File: src/shared/mpba_regs.svh
`ifndef MPBA_REGS_SVH
`define MPBA_REGS_SVH
// ***********************************************************
// Constants
// ***********************************************************
`define MPBA_NUM_LINES  6
`define MPBA_ID_W       3
`define MPBA_ID_SINGLE  3'h0
`define MPBA_ID_FIRST   3'h1
`define MPBA_ID_LAST    3'h6
`define MPBA_NO_MASTER  3'h0
`define MPBA_IDX_ZERO   3'h0
`define MPBA_IDX_ONE    3'h1
`endif

File: src/shared/mpba_pkg.sv
`default_nettype none
`include "mpba_regs.svh"
package mpba_pkg;
   // ********************************************************
   // Types
   // ********************************************************
   typedef logic [`MPBA_ID_W-1:0] mpba_id_t;
   typedef struct packed {
      logic o;
      logic oe;
   } mpba_pin_t;
   typedef struct packed {
      logic [`MPBA_NUM_LINES-1:0] o;
      logic [`MPBA_NUM_LINES-1:0] oe;
   } mpba_req_bus_t;
endpackage : mpba_pkg
`default_nettype wire

File: src/core/mpba_prio.sv
`default_nettype none
`include "mpba_regs.svh"
module mpba_prio
   import mpba_pkg::*;
#(
   parameter int N = `MPBA_NUM_LINES
) (
   input  wire logic [N-1:0] req_in,
   input  wire mpba_id_t     start_in,
   output logic              any_out,
   output mpba_id_t          win_out
);
   // Search from start upward with wrap; first active line wins
   always_comb begin
      mpba_id_t idx;
      idx     = start_in;
      any_out = 1'b0;
      win_out = `MPBA_IDX_ZERO;
      for (int i = 0; i < N; i++) begin
         if (!any_out && req_in[idx]) begin
            any_out = 1'b1;
            win_out = idx;
         end
         idx = (idx == mpba_id_t'(N - 1)) ? `MPBA_IDX_ZERO
                                          : idx + `MPBA_IDX_ONE;
      end
   end
endmodule : mpba_prio
`default_nettype wire

File: src/core/mpba_arbiter.sv
// Summary of operation
// - Ready driven low while chip select and host bus request both asserted.
// - Matching DMA grant asserted; transfer begins on the following cycle.
// - Only the bus owner drives DMA grants; others leave them undriven.
// - Drive only own request line chosen by identity; monitor all others.
// - Owner indicator high only while this device is bus master.
// - Identity 000 means single processor; owner indicator held high.
// - Identity 001 selects request line 1, up to 110 selecting line 6.
// - Priority select high gives rotating priority, low gives fixed.
`default_nettype none
`include "mpba_regs.svh"
module mpba_arbiter
   import mpba_pkg::*;
#(
   parameter int N = `MPBA_NUM_LINES
) (
   input  wire logic          clk_in,
   input  wire logic          rst_in,
   input  wire logic          ce_in,
   input  wire mpba_id_t      processor_number_inputs_in,
   input  wire logic          rotating_priority_select_in,
   input  wire logic [N-1:0]  mp_bus_request_lines_n_in,
   input  wire logic          bus_want_in,
   input  wire logic          host_bus_request_n_in,
   input  wire logic          chip_select_n_in,
   input  wire logic          ext_dma_request_one_n_in,
   input  wire logic          ext_dma_request_two_n_in,
   output mpba_req_bus_t      mp_bus_request_lines_out,
   output logic               bus_owner_indicator_out,
   output mpba_pin_t          ext_dma_grant_one_n_out,
   output mpba_pin_t          ext_dma_grant_two_n_out,
   output mpba_pin_t          host_access_ready_out
);
   // ********************************************************
   // Pin synchronisers
   // ********************************************************
   // Pins from other chips pass two flops before any use; bus_want_in is used unsynchronised
   localparam int SW = `MPBA_ID_W + N + 5;
   logic [SW-1:0] meta_q;
   logic [SW-1:0] sync_q;
   always_ff @(posedge clk_in) begin
      if (rst_in) begin
         meta_q <= '1;
         sync_q <= '1;
      end else if (ce_in) begin
         meta_q <= {processor_number_inputs_in,
                    rotating_priority_select_in,
                    mp_bus_request_lines_n_in,
                    host_bus_request_n_in, chip_select_n_in,
                    ext_dma_request_one_n_in,
                    ext_dma_request_two_n_in};
         sync_q <= meta_q;
      end
   end

   mpba_id_t       id_s;
   wire logic      rot_sel_s;
   wire logic [N-1:0] br_n_s;
   wire logic      hreq_n_s;
   wire logic      cs_n_s;
   wire logic      dreq1_n_s;
   wire logic      dreq2_n_s;
   assign {id_s, rot_sel_s, br_n_s, hreq_n_s, cs_n_s, dreq1_n_s,
           dreq2_n_s} = sync_q;

   // ********************************************************
   // Identity decode
   // ********************************************************
   wire logic      single_w;
   wire logic      id_ok_w;
   wire logic [N-1:0] own_sel_w;
   assign single_w = (id_s == `MPBA_ID_SINGLE);
   assign id_ok_w  = (id_s >= `MPBA_ID_FIRST) &&
                     (id_s <= `MPBA_ID_LAST);
   // Line k+1 belongs to identity k+1; a bad code drives nothing
   assign own_sel_w = id_ok_w ?
      N'(1) << (id_s - `MPBA_ID_FIRST) : '0;

   // ********************************************************
   // Arbitration
   // ********************************************************
   // Every processor sees the same lines and runs the same
   // evaluation, so all agree on the master each cycle
   mpba_id_t       master_q;
   mpba_id_t       master_d;
   mpba_id_t       start_w;
   mpba_id_t       win_w;
   wire logic      any_w;
   wire logic [N-1:0] req_act_w;
   wire logic      keep_w;

   assign req_act_w = ~br_n_s;
   assign start_w   = (rot_sel_s && master_q != `MPBA_NO_MASTER &&
                       master_q != `MPBA_ID_LAST)
                      ? master_q : `MPBA_IDX_ZERO;
   assign keep_w    = (master_q != `MPBA_NO_MASTER) &&
                      req_act_w[master_q - `MPBA_ID_FIRST];
   // Master parks on the bus when nobody asks
   assign master_d  = keep_w ? master_q :
                      any_w  ? win_w + `MPBA_ID_FIRST :
                               master_q;

   mpba_prio #(.N(N)) u_prio (
      .req_in   (req_act_w),
      .start_in (start_w),
      .any_out  (any_w),
      .win_out  (win_w)
   );

   wire logic      owner_d;
   assign owner_d = single_w || (id_ok_w && master_d == id_s);

   // ********************************************************
   // Output drive
   // ********************************************************
   wire logic      dgnt1_n_d;
   wire logic      dgnt2_n_d;
   wire logic      ready_d;
   assign dgnt1_n_d = !(owner_d && !dreq1_n_s);
   assign dgnt2_n_d = !(owner_d && !dreq2_n_s);
   assign ready_d   = !(!cs_n_s && !hreq_n_s);

   always_ff @(posedge clk_in) begin
      if (rst_in) begin
         master_q                 <= `MPBA_NO_MASTER;
         bus_owner_indicator_out  <= 1'b0;
         mp_bus_request_lines_out <= '{o: '1, oe: '0};
         ext_dma_grant_one_n_out  <= '{o: 1'b1, oe: 1'b0};
         ext_dma_grant_two_n_out  <= '{o: 1'b1, oe: 1'b0};
         host_access_ready_out    <= '{o: 1'b1, oe: 1'b0};
      end else if (ce_in) begin
         master_q                    <= master_d;
         bus_owner_indicator_out     <= owner_d;
         mp_bus_request_lines_out.o  <= ~(own_sel_w &
                                          {N{bus_want_in}});
         mp_bus_request_lines_out.oe <= own_sel_w;
         ext_dma_grant_one_n_out     <= '{o: dgnt1_n_d,
                                          oe: owner_d};
         ext_dma_grant_two_n_out     <= '{o: dgnt2_n_d,
                                          oe: owner_d};
         // Open drain: only pulls low, released when ready
         host_access_ready_out       <= '{o: 1'b0,
                                          oe: !ready_d};
      end
   end

   // ********************************************************
   // Assertions
   // ********************************************************
   property p_ready_wait;
      @(posedge clk_in) disable iff (rst_in)
      (ce_in && !cs_n_s && !hreq_n_s) |=>
         host_access_ready_out.oe && !host_access_ready_out.o;
   endproperty
   a_ready_wait: assert property (p_ready_wait)
      else $error("ready not pulled low during host access");

   property p_ready_free;
      @(posedge clk_in) disable iff (rst_in)
      (ce_in && (cs_n_s || hreq_n_s)) |=> !host_access_ready_out.oe;
   endproperty
   a_ready_free: assert property (p_ready_free)
      else $error("ready held low without host access");

   property p_grant_cause;
      @(posedge clk_in) disable iff (rst_in)
      ($past(ce_in) && ext_dma_grant_one_n_out.oe &&
       !ext_dma_grant_one_n_out.o) |-> $past(!dreq1_n_s);
   endproperty
   a_grant_cause: assert property (p_grant_cause)
      else $error("grant one without request one");

   property p_grant_cause_two;
      @(posedge clk_in) disable iff (rst_in)
      ($past(ce_in) && ext_dma_grant_two_n_out.oe &&
       !ext_dma_grant_two_n_out.o) |-> $past(!dreq2_n_s);
   endproperty
   a_grant_cause_two: assert property (p_grant_cause_two)
      else $error("grant two without request two");

   property p_grant_owner;
      @(posedge clk_in) disable iff (rst_in)
      (ext_dma_grant_one_n_out.oe || ext_dma_grant_two_n_out.oe)
         |-> bus_owner_indicator_out;
   endproperty
   a_grant_owner: assert property (p_grant_owner)
      else $error("grant driven by non-owner");

   property p_own_line;
      @(posedge clk_in) disable iff (rst_in)
      ce_in ##1 1'b1 |-> mp_bus_request_lines_out.oe ==
         $past(own_sel_w) && $onehot0(mp_bus_request_lines_out.oe);
   endproperty
   a_own_line: assert property (p_own_line)
      else $error("wrong request line driven");

   property p_single;
      @(posedge clk_in) disable iff (rst_in)
      (ce_in && single_w) |=> bus_owner_indicator_out;
   endproperty
   a_single: assert property (p_single)
      else $error("single processor not owner");

   property p_owner_match;
      @(posedge clk_in) disable iff (rst_in)
      (ce_in && id_ok_w && $stable(id_s)) |=>
         bus_owner_indicator_out == (master_q == $past(id_s));
   endproperty
   a_owner_match: assert property (p_owner_match)
      else $error("owner indicator disagrees with master");

   property p_fixed;
      @(posedge clk_in) disable iff (rst_in)
      (ce_in && !rot_sel_s && !keep_w && req_act_w[0]) |=>
         master_q == `MPBA_ID_FIRST;
   endproperty
   a_fixed: assert property (p_fixed)
      else $error("fixed priority lowest line lost");

   property p_rotate;
      @(posedge clk_in) disable iff (rst_in)
      (ce_in && rot_sel_s && !keep_w && master_q != `MPBA_NO_MASTER &&
       (req_act_w & ~(N'(1) << (master_q - `MPBA_ID_FIRST))) != '0)
         |=> master_q != $past(master_q);
   endproperty
   a_rotate: assert property (p_rotate)
      else $error("rotating priority kept last master");
endmodule : mpba_arbiter
`default_nettype wire

File: config.mk
export PLATFORM = sky130hd
export DESIGN_NAME = mpba_arbiter
export DESIGN_NICKNAME = d
export VERILOG_FILES = /design/src/shared/mpba_pkg.sv /design/src/core/mpba_prio.sv /design/src/core/mpba_arbiter.sv
export VERILOG_INCLUDE_DIRS = /design/src /design/src/shared
export SDC_FILE = /design/constraint.sdc
export NUM_CORES = 1
export LEC_CHECK = 0
export ABC_AREA = 1
export BUFFER_PORTS_ARGS = -buffer_cell sky130_fd_sc_hd__buf_4
export CORE_UTILIZATION = 46
export DETAILED_ROUTE_END_ITERATION = 10
export GPL_TIMING_DRIVEN = 0
export PLACE_DENSITY_LB_ADDON = 0.05
export SKIP_CTS_REPAIR_TIMING = 1
export SYNTH_ARGS = -nofsm -noshare
export SYNTH_HDL_FRONTEND = slang
export SYNTH_SLANG_ARGS = --single-unit
File: constraint.sdc
create_clock -name clk_in -period 2.9 [get_ports clk_in]
set_input_delay 0.435 -clock clk_in [delete_from_list [all_inputs] [get_ports clk_in]]
set_output_delay 0.435 -clock clk_in [all_outputs]
set_load 0.02 [all_outputs]
# After elaboration in Yosys (flattened, before gate mapping)
# Index checks and enable logic that the tools add are counted.
# word_totals
regBits,48
input_bits,18
output_inout_bits,19
wordCells,100
# op_classes
n_addsub,8
magnitude_cmp,9
eq_ne,7
shift,1
mux,35
bitwise_logic,3
n_reduce_logical,27
# op_table
op,n
$mux W3,14
$lt A3 B4 Y1 const B,7
$bmux W1 S3,7
$add A3 B1 Y3 const B,6
$eq A3 B3 Y1 const B,5
$logic_and A1 B1 Y1,13
$mux W1,13
$not A6 Y6,2
$logic_not A1 Y1,11
$and A6 B6 Y6,1
$mux W6,1
$shl A1 B3 Y6 const A,1
$sub A3 B1 Y3 const B,2
$eq A3 B3 Y1,1
$ge A3 B1 Y1 const B,1
$le A3 B3 Y1 const B,1
$logic_not A3 Y1,1
$ne A3 B3 Y1 const B,1
$reduce_bool A3 Y1,1
$logic_or A1 B1 Y1,1

# Depth between registers and ports, before layout
# Gate-level depths: netlist (run 1).
# logic_depth
depth_word,30
ltp_mapped,30
mapped_depth_nobuf,30

# Hierarchy
# From an unflattened synthesis (run 1), not the netlist that was laid out.
# unflattened
hier_cells,398
hier_area_um2,2793.9
# modules_own_cells
mod,n_inst,cells_each,area_each_um2,seq_area_each_um2
mpba_arbiter,1,276,2065.7,960.9
mpba_prio,1,122,728.2,0.0

# Worst setup path before layout (run 1)
# No wires, ideal clock.
# synth_path
kind,reg2reg
start,register master_q[1]
end,register ext_dma_grant_one_n_out[1] (netlist name)
setup_ns,0.126
arrival_time_ns,3.036
required_time_ns,2.774
slack_ns,-0.261
stages_incl_launch_ff,28
path_buffers,0
period_less_slack_ns,3.161
path_cell_list,dfxtp_1 inv_2 ha_1 inv_1 nor2_4 nor2_8 nand3_2 inv_2 nand3_2 nand3_2 nand3_4 nor2_8 nand2_1 nor2_1 nand3_1 o2111ai_1 ha_1 nand3b_1 nand2_1 nor2_1 nor2_1 nand2_1 nor2_1 nand2_1 nand2_2 nand3_1 nand2_1 nand2_1
# synth_between
elab_chain_len,30
word_cells_on_any_way,66
classes_between,add/sub: 7; eq/ne: 7; mux: 34; reduce/logical: 18
# synth_lines
item,line,text
from (decl),mpba_arbiter.sv:84,mpba_id_t master_q;
from (signal assigned),mpba_arbiter.sv:125,master_q <= `MPBA_NO_MASTER;
from (signal assigned),mpba_arbiter.sv:132,master_q <= master_d;
"parallel branches: the longest is 24 deep, another holds $add A3 B1 Y3",n/a,
$mux W3 (*),mpba_arbiter.sv:99,assign master_d = keep_w ? master_q :
$eq A3 B3 Y1 (*),mpba_arbiter.sv:111,assign owner_d = single_w || (id_ok_w && master_d == id_s);
$logic_and A1 B1 Y1 (*),mpba_arbiter.sv:111,
$logic_or A1 B1 Y1 (*),mpba_arbiter.sv:111,
$logic_and A1 B1 Y1 (*),mpba_arbiter.sv:119,assign dgnt1_n_d = !(owner_d && !dreq1_n_s);
$logic_not A1 Y1 (*),mpba_arbiter.sv:119,
to (signal assigned),mpba_arbiter.sv:128,"ext_dma_grant_one_n_out <= '{o: 1'b1, oe: 1'b0};"
to (signal assigned),mpba_arbiter.sv:137,"ext_dma_grant_one_n_out <= '{o: dgnt1_n_d,"
to (decl),mpba_arbiter.sv:30,"output mpba_pin_t ext_dma_grant_one_n_out,"
# Mark *: on every way between the ends. The select of a mux whose other input is x is not followed.
# A chain may end at the register's enable or synchronous reset.

# Worst setup path after layout (run 1)
# layout_path
start,register master_q[1]
end,register ext_dma_grant_two_n_out[1] (netlist name)
# layout_between
elab_chain_len,30
word_cells_on_any_way,66
classes_between,add/sub: 7; eq/ne: 7; mux: 34; reduce/logical: 18
# layout_lines
item,line,text
"parallel branches: the longest is 24 deep, another holds $add A3 B1 Y3",n/a,
$mux W3 (*),mpba_arbiter.sv:99,
$eq A3 B3 Y1 (*),mpba_arbiter.sv:111,
$logic_and A1 B1 Y1 (*),mpba_arbiter.sv:111,
$logic_or A1 B1 Y1 (*),mpba_arbiter.sv:111,
$logic_and A1 B1 Y1 (*),mpba_arbiter.sv:120,assign dgnt2_n_d = !(owner_d && !dreq2_n_s);
$logic_not A1 Y1 (*),mpba_arbiter.sv:120,
to (signal assigned),mpba_arbiter.sv:129,"ext_dma_grant_two_n_out <= '{o: 1'b1, oe: 1'b0};"
to (signal assigned),mpba_arbiter.sv:139,"ext_dma_grant_two_n_out <= '{o: dgnt2_n_d,"
to (decl),mpba_arbiter.sv:31,"output mpba_pin_t ext_dma_grant_two_n_out,"
# Marked as above.

==> results of run 1 <==
-- worst min-delay path, cell delays in order --
cell and delay [ns]:
buf_4 0.07, nand2_1 0.04, nand3_1 0.06
-- layout by cell type (no fill, tap or decap), types with 6 or more instances in the layout --
master,n
nor2_1,13
inv_1,23
nand2_2,12
buf_4,54
inv_2,7
clkbuf_1,13
o22ai_1,7
o21ai_0,13
a21oi_1,18
nand2_1,114
nand3_1,41
nand2_4,9
nand3_4,6
clkbuf_8,6
dfxtp_1,46
nand3_2,10
-- cell type report --
cell class              count  share of cell area, %
clock buffers               6                  2.364
clock inverters             2                 0.3940
multi-input cells         285                  49.00
inverters                  36                  4.513
flip-flops and latches     48                  27.72
plain buffers              18                  2.471
well taps                  72                  2.579
repair buffers             51                  10.96
-- flip-flops by register name, summed over array words and instances (netlist names) --
| register | count |
|---|---|
| mp_bus_request_lines_out | 12 |
| sync_q | 14 |
| ext_dma_grant_two_n_out | 2 |
| meta_q | 14 |
| ext_dma_grant_one_n_out | 1 |
| master_q | 3 |
| host_access_ready_out | 2 |
-- worst max-delay path by stage --
stage / depth (start not counted) / startpoint / slack [ns] / to
2_1_floorplan: 27 / master_q[0] / -0.02 / ext_dma_grant_one_n_out[1]
3_3_place_gp: 27 / master_q[1] / -0.37 / ext_dma_grant_one_n_out[1]
3_5_place_dp: 27 / master_q[1] / -0.40 / ext_dma_grant_one_n_out[1]
4_1_cts: 27 / master_q[1] / -0.42 / ext_dma_grant_one_n_out[1]
5_1_grt: 30 / master_q[0] / -0.60 / ext_dma_grant_one_n_out[1]
6_report: 28 / master_q[1] / -0.37 / ext_dma_grant_two_n_out[1]
-- through the flow --
step	power, W	TNS, ns	util (%)	cell area [um^2]	hold slack [ns]
2_1_floorplan	0.002755	-0.04159	-	2770	0.4292
6_report	0.004086	-1.039	62.67	3493	0.3395
5_1_grt	0.004424	-1.813	62.67	3493	0.3319
3_3_place_gp	0.003131	-0.9762	55.89	3115	0.4395
4_1_cts	0.003604	-1.158	57.62	3212	0.3328
3_5_place_dp	0.003184	-1.080	55.89	3115	0.4421
-- cells by family after synthesis --
| family | Yosys count | share of synthesized area, % |
|---|---|---|
| buffers and inverters | 54 | 8.341 |
| AND/OR/NAND/NOR | 227 | 42.54 |
| XOR/XNOR | 1 | 0.3262 |
| AO/OA/AOI/OAI | 50 | 10.67 |
| flip-flops | 48 | 35.79 |
| adder cells (fa/ha/maj) | 5 | 2.330 |
-- report_power, final --
part | internal, W | total, W | switching, W
sequential | 0.000721 | 0.000782 | 0.0000612
combinational | 0.00113 | 0.00288 | 0.00176
clock | 0.000195 | 0.000419 | 0.000224
-- routing by layer --
layer  GRT usage [%]  share of wire (%)
met1           28.91                 49
met2           36.23                 48
met3           3.488                2.2
met4           5.000                1.1
met5               0                  0
==> run_results.csv, run 1 <==
group,metric,value,unit
status,status,"complete, but fails checks",
status,violations,"setup timing",
cells_and_area,final_cells,518,
worst_setup_path,timing.rr.end,"ext_dma_grant_two_n_out[1]",
worst_setup_path,crit_arrival,3.45,ns
routing,drtIter0Drc,110,
clock_tree,clk_latency,0.30,ns
synth,synth_seq_cells,48,
global_routing,grt_pass1_vias,2283,
timing,max_freq,0.3062,GHz
timing,fin_crit,3.266,ns
synth,synth_common_cells,"nand2_1, dfxtp_1, nand3_1",
synth,syn_inst,385,
global_routing,overflow,0,
synth,synth_edf_count,0,
synth,yosysSeqAreaShare,35.79,%
worst_setup_path,start_kind,"flip-flop",
routing,viasPerCell,5.035,
worst_setup_path,ff2ff_path_depth,28,
floorplan,die_area,0.006147,mm^2
cells_and_area,area_growth_syn_to_layout,30.10,%
worst_setup_path,crit_family,"simple AND/OR/NAND/NOR gates",
routing,vias,2608,
timing,skew,0.01180,ns
pwr,leakagePower,1.665,nW
synth,yosysMostFrequentCell,"nand2_1",
routing,wl,6701,um
worst_setup_path,crit_buf_inv,3,
clock_tree,cts-buffers-inserted,5,
worst_hold_path,hp-class,"input pin to flip-flop",
clock_tree,cts_htree_levels,2,
worst_setup_path,cp_slowest_cell,"dfxtp_4",
clock_tree,cts_buffer_depth,2,
cells_and_area,regArea,968.4,um^2
placement,port_buffers,34,
floorplan,io_pins,37,
timing,timing.final.crit_share,112.6,%
clock_tree,cts.sinks,48,
synth,syn-num-nets,408,
placement,gp_congestion,0.8566,
routing,first_pass_iters,4,
cells_and_area,diodes,0,
pwr,peakVddDrop,0.001040,V
worst_setup_path,timing.rr.start,"master_q[1]",
worst_setup_path,r2r_setup_slack,-0.37,ns
worst_setup_path,worstSetupEndpointType,"flip-flop",
routing,antenna_left,0,
synth,syn_area,0.002685,mm^2
worst_setup_path,path_max_fanout,6,
placement,pre_cts_ws,-0.4035,ns
synth,yosysUniqueCellTypes,37,
worst_setup_path,crit_type,"flip-flop to flip-flop",
floorplan,core,0.005574,mm^2
timing,rsz0062_at_grt,"yes",
clock_tree,cts_root_buf,"clkbuf_8",
synth,yosysWarningCount,0,
floorplan,start_util,48.17,%
global_routing,gr-usage-all-layers,21.58,%
timing,hold_viol,0,
timing,worst_pin_slew,0.5819,ns
worst_setup_path,cp_common_cell,"nand2_1",
timing,finalSetupViolCount,3,
placement,dp.cells,491,
timing,setup_ws,-0.3659,ns
pwr,power.density,1170,mW/mm^2
worst_setup_path,cp.required,3.08,ns
routing,wire_per_inst,12.94,um
cells_and_area,final_nets,468,
synth,syn_area_per_cell,6.974,um^2
synth,synth_top_flop_cell,"dfxtp_1",
global_routing,grt_max_degree,16,
timing,slew-limit-headroom,61.21,%
placement,post-dp-hpwl,4788,um
global_routing,grt_pass1_wl,10460,um
global_routing,antenna_found_initial,0,
cells_and_area,multiInputGateArea,0.001712,mm^2
worst_hold_path,min_path_cells,3,
floorplan,die_y,78.40,um
run,cap_viol_max_count,0,
synth,yosysTopAreaCell,"dfxtp_1",
timing,slew_viol_final,0,
worst_hold_path,min_from,"chip_select_n_in",
cells_and_area,final_layout_size_suffix_gt1_share,31.84,%
cells_and_area,fillers,561,
synth,synthTopCellsByArea,"dfxtp_1, nand2_1, nand3_1",
floorplan,die_w,78.40,um
routing,drc,0,
worst_hold_path,min_to,"meta_q[2]",
synth,synth_top_area_share,35.79,%
worst_setup_path,slowest_delay,0.40,ns
clock_tree,cts_tree,"built",
clock_tree,clk_pin_slew,0.09,ns
synth,async_flop_share,0,%
floorplan,rows,27,
No activity file was read; power rests on OpenSTA's default activity.
==> inputs of run 2 (changes only) <==
Settings changed: CORE_ASPECT_RATIO from default to 1.2.
==> run_results.csv, run 2 (synthesis gave the netlist of run 1 again) <==
group,metric,value,unit
status,status,"complete, but fails checks",
status,violations,"setup timing",
floorplan,core,0.005630,mm^2
clock_tree,cts_htree_levels,2,
timing,timing.final.crit_share,111.5,%
clock_tree,cts_buffer_depth,2,
global_routing,overflow,0,
global_routing,antenna_found_initial,0,
worst_setup_path,cp_slowest_cell,"dfxtp_4",
routing,wire_per_inst,13.16,um
cells_and_area,area_growth_syn_to_layout,28.38,%
timing,max_freq,0.3093,GHz
cells_and_area,post-route-cell-area,0.003447,mm^2
routing,viasPerCell,5.136,
timing,tns,-0.9169,ns
timing,rsz0062_at_grt,"yes",
placement,placed_area,0.003105,mm^2
worst_hold_path,min_to,"meta_q[2]",
worst_setup_path,cp_common_cell,"nand2_1",
timing,slew-limit-headroom,64.17,%
clock_tree,cts_root_buf,"clkbuf_8",
global_routing,grt_busiest_layer,"met2",
pwr,sw_frac_of_total,48.58,%
timing,finalSetupViolCount,4,
floorplan,die_area,0.006148,mm^2
worst_setup_path,r2r_setup_slack,-0.33,ns
run,cap_viol_max_count,0,
worst_setup_path,slowest_delay,0.41,ns
cells_and_area,reg.largest.list,"meta_q: 14 flops, sync_q: 14 flops, mp_bus_request_lines_out: 12 flops",
cells_and_area,final_cell_mix,"nand2_1, buf_4, dfxtp_1",
timing,fin_crit,3.234,ns
routing,drtIter0Drc,112,
timing,setup_ws,-0.3336,ns
global_routing,met3_usage,2.703,%
cells_and_area,fillers,547,
floorplan,io_pins,37,
clock_tree,clk_latency,0.29,ns
worst_setup_path,cp-startpoint,"master_q[0]",
global_routing,gr-usage-met2,40.91,%
floorplan,die_w,71.75,um
clock_tree,cts_tree,"built",
global_routing,grt_pass1_vias,2387,
pwr,p_int,0.002078,W
routing,vias,2635,
worst_hold_path,hp-class,"input pin to flip-flop",
placement,gp_congestion,0.8600,
timing,hold_viol,0,
pwr,clockPowerShare,9.1,%
cells_and_area,diodes,0,
pwr,peakVddDrop,0.0006214,V
global_routing,use_met1,25.68,%
worst_hold_path,min_path_cells,3,
clock_tree,cts.sinks,48,
pwr,switching_power,0.001964,W
worst_setup_path,crit_arrival,3.40,ns
worst_setup_path,start_kind,"flip-flop",
cells_and_area,final_nets,472,
floorplan,start_util,47.69,%
cells_and_area,fin_util,61.22,%
placement,port_buffers,34,
worst_setup_path,ff2ff_path_depth,27,
floorplan,rows,30,
pwr,combinationalPowerShare,71.5,%
placement,post-dp-hpwl,4979,um
worst_setup_path,timing.rr.start,"master_q[0]",
pwr,total_power,0.004042,W
routing,drc,0,
placement,dp.cells,483,
routing,wl,6751,um
routing,antenna_left,0,
pwr,p_seq_share,19.4,%
global_routing,grt_pass1_wl,10800,um
global_routing,gr-usage-all-layers,21.73,%
worst_setup_path,timing.rr.end,"ext_dma_grant_one_n_out[1]",
worst_hold_path,min_from,"chip_select_n_in",
global_routing,grt_max_degree,14,
timing,worst_pin_slew,0.5374,ns
clock_tree,cts-buffers-inserted,5,
clock_tree,clk_pin_slew,0.08,ns
pwr,power.density,1173,mW/mm^2
worst_setup_path,cp.required,3.07,ns
pwr,leakagePower,1.660,nW
floorplan,die_y,85.70,um
worst_setup_path,worstSetupEndpointType,"flip-flop",
timing,skew,0.002272,ns
cells_and_area,layout_commonest_cell,"nand2_1",
worst_setup_path,path_max_fanout,8,
worst_setup_path,crit_type,"flip-flop to flip-flop",
cells_and_area,final_layout_size_suffix_gt1_share,31.63,%
cells_and_area,final_cells,513,
timing,slew_viol_final,0,
routing,first_pass_iters,4,
[run 2: critical path: cells and delay by family (launching register included)]
kind | cells | cell delay, ns
buffers and inverters | 1 | 0.06
and+or+nand+nor | 24 | 2.26
DFF | 1 | 0.41
adders and majority gates | 2 | 0.37
[run 2: area by class of cell]
type	instances	area (um^2)	area share, %
Clock inverter	1	5.005	0.1452
Multi-Input combinational cell	285	1662	48.20
Timing Repair Buffer	55	412.9	11.98
Tap cell	64	80.08	2.323
Buffer	18	86.33	2.505
Clock buffer	6	72.57	2.105
Inverter	36	160.2	4.646
Sequential cell	48	968.4	28.09
[run 2: power groups by stage]
stage | Combinational, W | Clock (W) | Sequential [W]
global route | 0.00322 | 0.000404 | 0.000791
CTS | 0.00240 | 0.000381 | 0.000782
finish | 0.00289 | 0.000369 | 0.000784
detailed placement | 0.00239 | 0 | 0.000798
floorplan | 0.00196 | 0 | 0.000795
global placement | 0.00235 | 0 | 0.000796
[run 2: metal layers]
layer | wire length [um] | part of all wire [%]
met4 | 110 | 1.6
met1 | 2936 | 43
met5 | 0 | 0
met2 | 3547 | 53
met3 | 157 | 2.3
[run 2: worst max-delay path by stage]
| stage | endpoint | slack (ns) | cells past startpoint |
|---|---|---|---|
| 6_report | ext_dma_grant_one_n_out[1] | -0.33 | 27 |
| 4_1_cts | ext_dma_grant_one_n_out[1] | -0.37 | 27 |
| 5_1_grt | ext_dma_grant_one_n_out[1] | -0.60 | 29 |
| 2_1_floorplan | ext_dma_grant_one_n_out[1] | -0.02 | 27 |
| 3_5_place_dp | ext_dma_grant_one_n_out[1] | -0.34 | 27 |
| 3_3_place_gp | ext_dma_grant_one_n_out[1] | -0.33 | 27 |
[run 2: through the flow]
| step | hold slack (ns) | worst slack, ns |
|---|---|---|
| CTS | 0.3457 | -0.3666 |
| floorplan | 0.4292 | -0.02080 |
| detailed placement | 0.4444 | -0.3442 |
| finish | 0.3498 | -0.3336 |
| global route | 0.3465 | -0.5973 |
| global placement | 0.4377 | -0.3340 |
==> inputs of run 3 (changes only) <==
Settings changed: CTS_BUF_LIST from default to sky130_fd_sc_hd__clkbuf_4 sky130_fd_sc_hd__clkbuf_8 sky130_fd_sc_hd__clkbuf_16.
==> run_results.csv, run 3 (synthesis gave the netlist of run 1 again) <==
group,metric,value,unit
clock_tree,cts_tree,"built",
pwr,total_power,0.004057,W
routing,drtIter0Drc,129,
placement,post-dp-hpwl,4979,um
clock_tree,cts_htree_levels,2,
timing,finalSetupViolCount,4,
pwr,p_seq_share,19.3,%
cells_and_area,area_growth_syn_to_layout,28.52,%
floorplan,die_area,0.006148,mm^2
global_routing,gr-usage-all-layers,21.91,%
timing,skew,0.002463,ns
global_routing,use_met1,25.61,%
clock_tree,cts.sinks,48,
timing,fin_crit,3.236,ns
routing,wire_per_inst,13.27,um
pwr,leakagePower,1.663,nW
clock_tree,cts-buffers-inserted,5,
cells_and_area,diodes,0,
pwr,combinationalPowerShare,71.2,%
clock_tree,cts_root_buf,"clkbuf_8",
status,status,"complete, but fails checks",
timing,hold_viol,0,
global_routing,antenna_found_initial,0,
worst_setup_path,crit_type,"flip-flop to flip-flop",
floorplan,start_util,47.69,%
global_routing,grt_pass1_wl,10840,um
global_routing,grt_max_degree,14,
timing,rsz0062_at_grt,"yes",
floorplan,die_w,71.75,um
floorplan,core,0.005630,mm^2
routing,vias,2666,
cells_and_area,layout_commonest_cell,"nand2_1",
placement,gp_congestion,0.8600,
pwr,p_int,0.002088,W
placement,dp.cells,483,
routing,first_pass_iters,4,
cells_and_area,final_cells,513,
worst_setup_path,start_kind,"flip-flop",
floorplan,io_pins,37,
clock_tree,clk_latency,0.30,ns
pwr,power.density,1176,mW/mm^2
routing,wl,6806,um
pwr,peakVddDrop,0.0006199,V
routing,antenna_left,0,
floorplan,rows,30,
placement,port_buffers,34,
timing,setup_ws,-0.3360,ns
routing,viasPerCell,5.197,
timing,timing.hold.ws,0.3420,ns
global_routing,grt_pass1_vias,2396,
timing,slew_viol_final,0,
routing,drc,0,
pwr,switching_power,0.001970,W
pwr,clockPowerShare,9.4,%
clock_tree,cts_buffer_depth,2,
clock_tree,clk_pin_slew,0.08,ns
global_routing,met3_usage,2.703,%
timing,tns,-0.9287,ns
cells_and_area,final_layout_size_suffix_gt1_share,31.85,%
cells_and_area,final_nets,472,
worst_setup_path,cp.required,3.08,ns
timing,max_freq,0.3090,GHz
status,violations,"setup timing",
cells_and_area,reg.largest.list,"meta_q: 14 flops, sync_q: 14 flops, mp_bus_request_lines_out: 12 flops",
timing,worst_pin_slew,0.5349,ns
pwr,sw_frac_of_total,48.54,%
global_routing,gr-usage-met2,41.08,%
timing,timing.final.crit_share,111.6,%
floorplan,die_y,85.70,um
worst_setup_path,worstSetupEndpointType,"flip-flop",
run,cap_viol_max_count,0,
cells_and_area,final_cell_mix,"nand2_1, buf_4, dfxtp_1",
worst_setup_path,path_max_fanout,8,
worst_setup_path,crit_arrival,3.41,ns
worst_hold_path,hp-class,"input pin to flip-flop",
global_routing,overflow,0,
global_routing,grt_busiest_layer,"met2",
timing,slew-limit-headroom,64.34,%
## run 3: worst max-delay path, cell delays in order, from the launching register on
cell      delay, ns
dfxtp_4        0.41
inv_8          0.06
ha_4           0.16
nand2_4        0.09
nand2_4        0.09
nor2_8         0.16
nand3_2        0.11
nand2_2        0.13
nand2_2        0.08
nand3_2        0.11
nand3_4        0.12
nor2_8         0.13
nand4_1        0.14
nand2_1        0.11
nand2_1        0.06
nand2_2        0.11
ha_4           0.21
nand3b_1       0.15
nand2_1        0.10
nor2_1         0.04
nor2_1         0.10
nand2_1        0.05
nor2_1         0.08
nand2_1        0.06
nand2_2        0.07
nand3_1        0.08
nand2_1        0.06
nand2_1        0.04
## run 3: path summary, 6_finish.rpt
kind,startpoint,to,slack (ns),cells past startpoint
max,master_q[0],ext_dma_grant_one_n_out[1],-0.34,27
min,chip_select_n_in,meta_q[2],0.34,3
max reg2reg,master_q[0],ext_dma_grant_one_n_out[1],-0.34,27
min reg2reg,host_access_ready_out[1],host_access_ready_out[1],0.46,2
## run 3: metal layers
metal  vias to the layer above  share of wire (%)
met1                      1215                 43
li1                       1389                  -
met5                         -                  0
met2                        49                 52
met4                         0                2.0
met3                        13                2.6
## run 3: through the flow
step / cell area (um^2) / setup slack, ns / util (%)
2_1_floorplan: 2770 / -0.02080 / -
3_3_place_gp: 3105 / -0.3340 / 55.16
3_5_place_dp: 3105 / -0.3442 / 55.16
4_1_cts: 3187 / -0.3666 / 56.60
5_1_grt: 3451 / -0.5973 / 61.29
6_report: 3451 / -0.3360 / 61.29
## run 3: area by class of cell
cell class                 instances  area [um^2]
inverter                          36        160.2
tap                               64        80.08
clock inverter                     1        5.005
buffer                            18        86.33
multi-input combinational        285         1662
clock buffer                       6        76.32
sequential                        48        968.4
timing repair buffer              55        412.9
fill                             546         2180
## run 3: power by group through the flow
stage / Clock [W] / Sequential, W / Combinational (W)
6_report: 0.000383 / 0.000784 / 0.00289
5_1_grt: 0.000414 / 0.000791 / 0.00322
4_1_cts: 0.000390 / 0.000782 / 0.00240
3_5_place_dp: 0 / 0.000798 / 0.00239
3_3_place_gp: 0 / 0.000796 / 0.00235
2_1_floorplan: 0 / 0.000795 / 0.00196
